`src/shared/cuam_pkg.sv`:
```
// Register map, field layouts and carriers for the unread/accept-mask block
package cuam_pkg;
    // ------------------------------------------------------------
    // Sizes
    // ------------------------------------------------------------
    localparam int NMBOX = 16;
    localparam int IDW = 29;
    localparam int REGW = 16;
    localparam int AW = 5;
    // ------------------------------------------------------------
    // Byte offsets
    // ------------------------------------------------------------
    localparam logic [AW-1:0] OFS_OVW = 5'h00;
    localparam logic [AW-1:0] OFS_AML = 5'h04;
    localparam logic [AW-1:0] OFS_AMH = 5'h08;
    localparam logic [AW-1:0] OFS_PND = 5'h0c;
    localparam logic [AW-1:0] OFS_IST = 5'h10;
    localparam logic [AW-1:0] OFS_IMK = 5'h14;
    // ------------------------------------------------------------
    // Reset values and field masks
    // ------------------------------------------------------------
    localparam logic [REGW-1:0] RST_REG = 16'h0000;
    localparam logic [REGW-1:0] AMH_RW_MASK = 16'he3ff;
    localparam logic [IDW-1:0] STD_SCOPE = 29'h1ffc_0000;
    localparam logic [IDW-1:0] EXT_SCOPE = 29'h1fff_ffff;
    localparam logic [31:0] RD_ZERO = 32'h0000_0000;
    // Interrupt status bit positions
    localparam int IEV_OVW = 0;
    localparam int IEV_RX = 1;
    localparam int IEVW = 2;
    // ------------------------------------------------------------
    // Carriers
    // ------------------------------------------------------------
    typedef struct packed {
        logic done;
        logic [3:0] mbox;
        logic ide;
        logic [IDW-1:0] id;
    } cuam_rx_t;
    typedef struct packed {
        logic ide;
        logic [IDW-1:0] id;
    } cuam_filt_t;
    typedef struct packed {
        logic wr;
        logic [3:0] idx;
    } cuam_store_t;
endpackage
```
`src/rtl/cuam_core.sv`:
```
// Unread-overwrite flags, mailbox 0 acceptance mask and Avalon-MM slave
//
// Functional notes
// - A mailbox's overwrite flag sets when a message lands while its pending flag is set.
// - Overwrite flags clear only when software writes 1 to their bit; zeros do nothing.
// - The overwrite register is 16 bits, reset 0, mailboxes 7..0 in bits 15..8, 15..8 in 7..0.
// - A new message always rewrites the mailbox, so earlier unread data is lost.
// - The acceptance mask only affects mailbox 0 matching; a 1 excludes that id bit.
// - Low mask bits 15..8 cover id 7..0 and bits 7..0 cover id 15..8, reset 0.
// - High mask bits 15..13 cover id 20..18, 9..8 id 17..16, 7..0 id 28..21, reset 0.
// - High mask bits 12..10 read 0 and software writes only 0 to them.
// - A mailbox's receive pending flag sets when reception into it ends.
//
// Chosen here: the placing of the registers and the Avalon-MM slave port.
`timescale 1ns/1ns
module cuam_core #(
    parameter int NMBOX = cuam_pkg::NMBOX
) (
    // Clock and reset
    input wire logic clk_i,
    input wire logic rst_i,
    // Avalon-MM slave
    input wire logic [cuam_pkg::AW-1:0] avs_address_i,
    input wire logic avs_read_i,
    input wire logic avs_write_i,
    input wire logic [31:0] avs_writedata_i,
    input wire logic [3:0] avs_byteenable_i,
    output logic [31:0] avs_readdata_o,
    output logic avs_waitrequest_o,
    // Receive path
    input wire cuam_pkg::cuam_rx_t rx_i,
    input wire cuam_pkg::cuam_filt_t mb0_filt_i,
    output logic mb0_hit_o,
    output cuam_pkg::cuam_store_t store_o,
    output logic [NMBOX-1:0] rx_pending_o,
    output logic [NMBOX-1:0] overwrite_o,
    // Interrupt
    output logic irq_o
);
    // ------------------------------------------------------------
    // Helpers
    // ------------------------------------------------------------
    // Flag registers keep mailbox order; the bus sees byte-swapped words
    function automatic logic [15:0] swap16(input logic [15:0] x);
        swap16 = {x[7:0], x[15:8]};
    endfunction

    function automatic logic [cuam_pkg::IDW-1:0] id_mask(
        input logic [15:0] lo, input logic [15:0] hi);
        id_mask = {hi[7:0], hi[15:13], hi[9:8], lo[7:0], lo[15:8]};
    endfunction

    // ------------------------------------------------------------
    // Bus handshake: one wait state on every access
    // ------------------------------------------------------------
    logic ack_q, ack_d;
    logic [31:0] rdata_q, rdata_d;
    logic req, acc, wr_acc, rd_acc;
    logic [15:0] bmask, wd16;

    assign req = avs_read_i | avs_write_i;
    assign acc = req & ack_q;
    assign wr_acc = avs_write_i & ack_q;
    assign rd_acc = avs_read_i & ack_q;
    assign avs_waitrequest_o = req & ~ack_q;
    assign avs_readdata_o = rdata_q;
    assign bmask = {{8{avs_byteenable_i[1]}}, {8{avs_byteenable_i[0]}}};
    assign wd16 = avs_writedata_i[15:0] & bmask;

    // ------------------------------------------------------------
    // Register state
    // ------------------------------------------------------------
    logic [NMBOX-1:0] ovw_q, ovw_d, pnd_q, pnd_d;
    logic [NMBOX-1:0] ovw_clr, pnd_clr, rx_hit_mb;
    logic [15:0] aml_q, aml_d, amh_q, amh_d;
    logic [cuam_pkg::IEVW-1:0] ist_q, ist_d, imk_q, imk_d, iev;
    logic wr_ovw, wr_pnd, wr_aml, wr_amh, wr_imk, rd_ist;

    assign wr_ovw = wr_acc && avs_address_i == cuam_pkg::OFS_OVW;
    assign wr_pnd = wr_acc && avs_address_i == cuam_pkg::OFS_PND;
    assign wr_aml = wr_acc && avs_address_i == cuam_pkg::OFS_AML;
    assign wr_amh = wr_acc && avs_address_i == cuam_pkg::OFS_AMH;
    assign wr_imk = wr_acc && avs_address_i == cuam_pkg::OFS_IMK;
    assign rd_ist = rd_acc && avs_address_i == cuam_pkg::OFS_IST;

    // Only bits written as 1 clear; zeros leave flags alone
    assign ovw_clr = wr_ovw ? swap16(wd16) : '0;
    assign pnd_clr = wr_pnd ? swap16(wd16) : '0;

    // Per-mailbox flag update; a set in the clearing cycle wins
    genvar g;
    generate
        for (g = 0; g < NMBOX; g++) begin : g_mb
            assign rx_hit_mb[g] = rx_i.done && rx_i.mbox == 4'(g);
            always_comb begin
                ovw_d[g] = (ovw_q[g] & ~ovw_clr[g]) | (rx_hit_mb[g] & pnd_q[g]);
                pnd_d[g] = (pnd_q[g] & ~pnd_clr[g]) | rx_hit_mb[g];
            end
        end
    endgenerate

    assign iev[cuam_pkg::IEV_OVW] = |(rx_hit_mb & pnd_q);
    assign iev[cuam_pkg::IEV_RX] = rx_i.done;

    always_comb begin
        ack_d = req & ~ack_q;
        rdata_d = rdata_q;
        aml_d = aml_q;
        amh_d = amh_q;
        imk_d = imk_q;
        ist_d = ist_q | iev;
        if (rd_ist) begin
            // Clear only what the read returned, so late events survive
            ist_d = (ist_q & ~rdata_q[cuam_pkg::IEVW-1:0]) | iev;
        end
        if (wr_aml) begin
            aml_d = (aml_q & ~bmask) | wd16;
        end
        if (wr_amh) begin
            amh_d = ((amh_q & ~bmask) | wd16) & cuam_pkg::AMH_RW_MASK;
        end
        if (wr_imk) begin
            imk_d = wd16[cuam_pkg::IEVW-1:0];
        end
        if (req && !ack_q) begin
            case (avs_address_i)
                cuam_pkg::OFS_OVW: rdata_d = {16'h0000, swap16(ovw_q)};
                cuam_pkg::OFS_AML: rdata_d = {16'h0000, aml_q};
                cuam_pkg::OFS_AMH: rdata_d = {16'h0000, amh_q};
                cuam_pkg::OFS_PND: rdata_d = {16'h0000, swap16(pnd_q)};
                cuam_pkg::OFS_IST: rdata_d = {30'h0000_0000, ist_q};
                cuam_pkg::OFS_IMK: rdata_d = {30'h0000_0000, imk_q};
                default: rdata_d = cuam_pkg::RD_ZERO;
            endcase
        end
    end

    always_ff @(posedge clk_i or posedge rst_i) begin
        if (rst_i) begin
            ack_q <= 1'b0;
            rdata_q <= cuam_pkg::RD_ZERO;
            ovw_q <= '0;
            pnd_q <= '0;
            aml_q <= cuam_pkg::RST_REG;
            amh_q <= cuam_pkg::RST_REG;
            ist_q <= '0;
            imk_q <= '0;
        end else begin
            ack_q <= ack_d;
            rdata_q <= rdata_d;
            ovw_q <= ovw_d;
            pnd_q <= pnd_d;
            aml_q <= aml_d;
            amh_q <= amh_d;
            ist_q <= ist_d;
            imk_q <= imk_d;
        end
    end

    // ------------------------------------------------------------
    // Mailbox 0 acceptance and store strobe
    // ------------------------------------------------------------
    logic [cuam_pkg::IDW-1:0] scope, diff;
    logic hit_q, hit_d;
    cuam_pkg::cuam_store_t st_q, st_d;

    // Mask only steers mailbox 0; other mailboxes match elsewhere
    assign scope = rx_i.ide ? cuam_pkg::EXT_SCOPE : cuam_pkg::STD_SCOPE;
    assign diff = (rx_i.id ^ mb0_filt_i.id) & ~id_mask(aml_q, amh_q) & scope;

    always_comb begin
        hit_d = (rx_i.ide == mb0_filt_i.ide) && diff == '0;
        // Store is never held off by an unread message: old data is lost
        st_d.wr = rx_i.done;
        st_d.idx = rx_i.done ? rx_i.mbox : st_q.idx;
    end

    always_ff @(posedge clk_i or posedge rst_i) begin
        if (rst_i) begin
            hit_q <= 1'b0;
            st_q <= '0;
        end else begin
            hit_q <= hit_d;
            st_q <= st_d;
        end
    end

    assign mb0_hit_o = hit_q;
    assign store_o = st_q;
    assign rx_pending_o = pnd_q;
    assign overwrite_o = ovw_q;
    assign irq_o = |(ist_q & imk_q);
endmodule

```
`config.mk`:
```
export PLATFORM = sky130hd
export DESIGN_NAME = cuam_core
export DESIGN_NICKNAME = d
export VERILOG_FILES = /design/src/shared/cuam_pkg.sv /design/src/rtl/cuam_core.sv
export SDC_FILE = /design/constraint.sdc
export NUM_CORES = 1
export LEC_CHECK = 0
export BUFFER_PORTS_ARGS = -buffer_cell sky130_fd_sc_hd__clkbuf_2
export CORE_MARGIN = 2
export CORE_UTILIZATION = 30
export CTS_BUF_LIST = sky130_fd_sc_hd__clkbuf_8
export DETAILED_ROUTE_END_ITERATION = 12
export MAX_ROUTING_LAYER = met4
export PLACE_DENSITY_LB_ADDON = 0.1
export SETUP_SLACK_MARGIN = 0.02
export SLEW_MARGIN = 10
export SYNTH_ARGS = -nofsm -noshare
export SYNTH_HDL_FRONTEND = slang
export SYNTH_SLANG_ARGS = --single-unit
```
`constraint.sdc`:
```
create_clock -name clk_i -period 4.3 [get_ports clk_i]
set_input_delay 0.43 -clock clk_i [delete_from_list [all_inputs] [get_ports clk_i]]
set_output_delay 0.43 -clock clk_i [all_outputs]
set_load 0.05 [all_outputs]
```
Word-level counts from Yosys, hierarchy flattened
Index checks and enable logic that the tools add are counted.

word-level totals
  bits of input ports = 110
  flip-flop bits (word level) = 104
  output and inout port bits = 72

cells by class
  eq/ne operators = 21
  bitwise logic cells = 133
  reduce and logical (&&, ||, !) cells = 30
  muxes and demuxes = 5

operators with widths
  operator            number
  $pmux 16 s6         1
  $and 16x16->16      4
  $and 29x29->29      2
  $and 1x1->1         51
  $not 1->1           33
  $or 1x1->1          33
  $eq 4x4->1 const B  8
  $mux 16             2
  $or 16x16->16       2
  $logic_not 29->1    1
  $not 29->29         1
  $xor 29x29->29      1
  $logic_and 1x1->1   24
  $mux 18             1
  $eq 4x3->1 const B  4
  $not 16->16         1
  $reduce_or 16->1    1
  $eq 5x4->1 const B  2
  $eq 5x5->1 const B  2
  $eq 4x2->1 const B  2
  $eq 5x3->1 const B  1
  $logic_not 5->1     1
  $and 2x2->2         2
  $eq 4x1->1 const B  1
  other kinds (7)     8

Longest topological paths before layout
  depth in word-level cells = 6
  depth in mapped cells = 7
  gate-level depth less buffers = 5

Worst setup path after synthesis
No wires, ideal clock.

  path kind = input-to-reg
  from = input avs_address_i[1] in the netlist's numbering
  to = register with a tool-made name
  data arrival time = 1.902 ns
  path slack = 2.271 ns
  required time = 4.173 ns
  stages = 6
  cell sequence = or3_1 > buf_4 > nor3b_4 > and4_1 > buf_4 > mux2_1

RTL lines
  item                RTL line         source
  start: declaration  cuam_core.sv:23  input wire logic [cuam_pkg::AW-1:0] avs_address_i,

==> flow_metrics.tcl <==
set metrics [dict create \
    run_status "completed" \
    layout-drive-gt1-share_pct 33.2 \
    clock-root-buffer "clkbuf_8" \
    synth_top_family_by_area "compound AO/OA/AOI/OAI gates" \
    clock_latency_ns 0.37 \
    synthFlopType "dfrtp_1" \
    grt_pass1_wl_um 23600 \
    worst_pin_slew_ns 0.918 \
    cts_setup_buffers 0 \
    fmax_mhz 378 \
    antennaDiodeCount 0 \
    drt_wl_total_um 15500 \
    fillers 1515 \
    place_inst 741 \
    grt_pass1_vias 3945 \
    die_w_um 127 \
    hold_buffers 0 \
    fin_nets 674 \
    die_h_um 127 \
    drt_iter0_drc 326 \
    slowest_stage "nor3b_4" \
    peakVddDrop_mv 0.119 \
    gr-total-overflow 0 \
    syn_area_per_cell_um2 10.7 \
    num_rows 45 \
    power_leakage_nw 2.70 \
    ys_warn_count 0 \
    h-tree-depth 3 \
    die_area_um2 16200 \
    setup_tns_ns 0 \
    layout.cells.non_filler 757 \
    numCtsBuffers 9 \
    gr-usage-all-layers_pct 20.1 \
    yosysSeqAreaShare_pct 48.3 \
    power.density_nw_per_um2 423 \
    path_cells "clkbuf_2 -> or3_1 -> nor3b_4 -> buf_4 -> and4_1 -> mux2_1" \
    rsz0062_at_grt "no" \
    p_total_mw 2.36 \
    synth_compound_area_share_pct 16.7 \
    path_max_fanout 9 \
    clockBufferDepth 2 \
    max_slew_margin_pct 38.7 \
    drcViolationCount 0 \
    antenna_found_initial 0 \
    dp_hpwl_um 11600 \
    fin_crit_ns 2.65 \
    hold_viol_final 0 \
    grt_max_degree 53 \
    synthXorXnorAreaFrac_pct 5.57 \
    drt-wirelength-per-cell_um 20.5 \
    initial_core_util_pct 30.3 \
    ys_ff_latch 88 \
    yosysUniqueCellTypes 42 \
    synth_edf_count 0 \
    critPathRequiredTime_ns 4.55 \
    ant_nets 0 \
    port-buffer-count 147 \
    dr.pass1.iters 6 \
    core_area_um2 15000 \
    crit_path_end_kind "flop" \
    critPathMaxStageDelay_ns 0.58 \
    post-route-period-util_pct 61.6 \
    holdCritPathClass "primary input to async pin" \
    cts_tree "built" \
    critPathArrivalTime_ns 2.90 \
    drv_slew 0 \
    syn_to_final_growth_pct 22.4 \
    synth-async-reset-ratio_pct 100 \
    finalSetupViolations 0 \
    synth.mux.area_fraction_pct 9.80 \
    start_kind "primary input" \
    io_pins 182 \
    synth_simple_gate_area_share_pct 14.1 \
    place_congestion 0.865 \
    viasPerCell 5.19 \
    drv_cap 0 \
    dr_total_vias 3928 \
    cts_resized 0 \
    cts_sinks 88 \
    clk_pin_slew_ns 0.09 \
    syn-cell-area_um2 4560 \
    crit_type "primary input to flop" \
    fin_util_pct 37.1 \
    syn_inst 425 \
    clock_skew_ns 0.00978 \
    synthAdderAreaFrac_pct 0 \
]
[kinds of logic (layout without fill, tap and decap cells)]
| kind of cell | Yosys count | in the layout |
|---|---|---|
| AO/OA/AOI/OAI | 95 | 95 |
| XOR/XNOR | 29 | 29 |
| buffers and inverters | 44 | 173 |
| flip-flops | 88 | 88 |
| multiplexers | 39 | 39 |
| other | 1 | 16 |
| AND/OR/NAND/NOR | 129 | 129 |
[layer usage]
metal	vias to the layer above	track usage (%)	share of wire (%)	routed length, um
met1	1948	27.4	47	7250
met3	14	3.39	5.6	862
li1	1815	-	-	-
met5	-	-	0	0
met4	0	6.14	1.3	206
met2	151	30.9	46	7170
[path summary, 6_finish.rpt]
path	from	end	slack (ns)	cells past startpoint
hold reg to reg	avs_readdata_o[11]	avs_readdata_o[11]	0.49	2
max in group asynchronous	rst_i	rx_pending_o[12]	3.06	3
min in group clk_i	avs_writedata_i[12]	flop	0.32	2
setup / recovery	avs_address_i[3]	flop	1.65	6
setup reg to reg	ack_q	avs_readdata_o[3]	2.40	5
hold / removal	rst_i	imk_q[0]	0.10	2
[layout make-up]
type / instances / area (um2) / area share [%]
Multi-Input combinational cell: 308 / 2170 / 38.8
Clock inverter: 4 / 20.0 / 0.359
Tap cell: 188 / 235 / 4.22
Timing Repair Buffer: 151 / 766 / 13.7
Sequential cell: 88 / 2200 / 39.5
Inverter: 6 / 23.8 / 0.426
Clock buffer: 12 / 165 / 2.96
[placed cells by master, fill, tap and decap left out, drive strengths merged, types with 4 or more instances in the layout]
cell,count
clkbuf,159
dfrtp,88
nand2,71
mux2,35
xnor2,29
a22o,21
conb,16
o22ai,15
a222oi,15
a21o,14
nor2,13
o21ai,9
nand3,8
a32o,8
inv,7
nor2b,7
nor3,6
nand2b,5
and3,4
buf,4
nor4,4
[worst max-delay path: cells and delay by family]
family,cells,cell delay (ns)
buffers and inverters,2,0.44
AND/OR/NAND/NOR,3,1.64
multiplexers,1,0.37
[power by group]
group          total (mW)  internal [mW]  switching, mW
sequential           1.06          0.936          0.128
clock               0.555          0.253          0.302
combinational       0.742          0.214          0.528
total                2.36           1.40          0.958
[per-stage QoR]
stage | setup slack [ns] | hold slack (ns) | instance area [um2]
after floorplan | 1.59 | 0.461 | 4610
after global placement | 1.33 | 0.470 | 5390
after detailed placement | 1.24 | 0.474 | 5390
after CTS | 1.67 | 0.112 | 5580
after global routing | 1.51 | 0.151 | 5580
final | 1.65 | 0.104 | 5580
[synth_stat cells (7+ instances only)]
cell type / number / area, um2
dfrtp_1: 88 / 2200
nand2_1: 71 / 267
a222oi_1: 15 / 150
o21ai_0: 9 / 45.0
a22o_1: 21 / 184
xnor2_1: 29 / 254
clkbuf_1: 15 / 56.3
o22ai_1: 15 / 93.8
nand3_1: 8 / 40.0
buf_4: 20 / 150
mux2_2: 19 / 214
a21o_1: 14 / 105
mux2_1: 16 / 180
nor2_1: 13 / 48.8
nor2b_1: 7 / 43.8
a32o_1: 8 / 80.1
No activity file was read; power rests on OpenSTA's default activity.
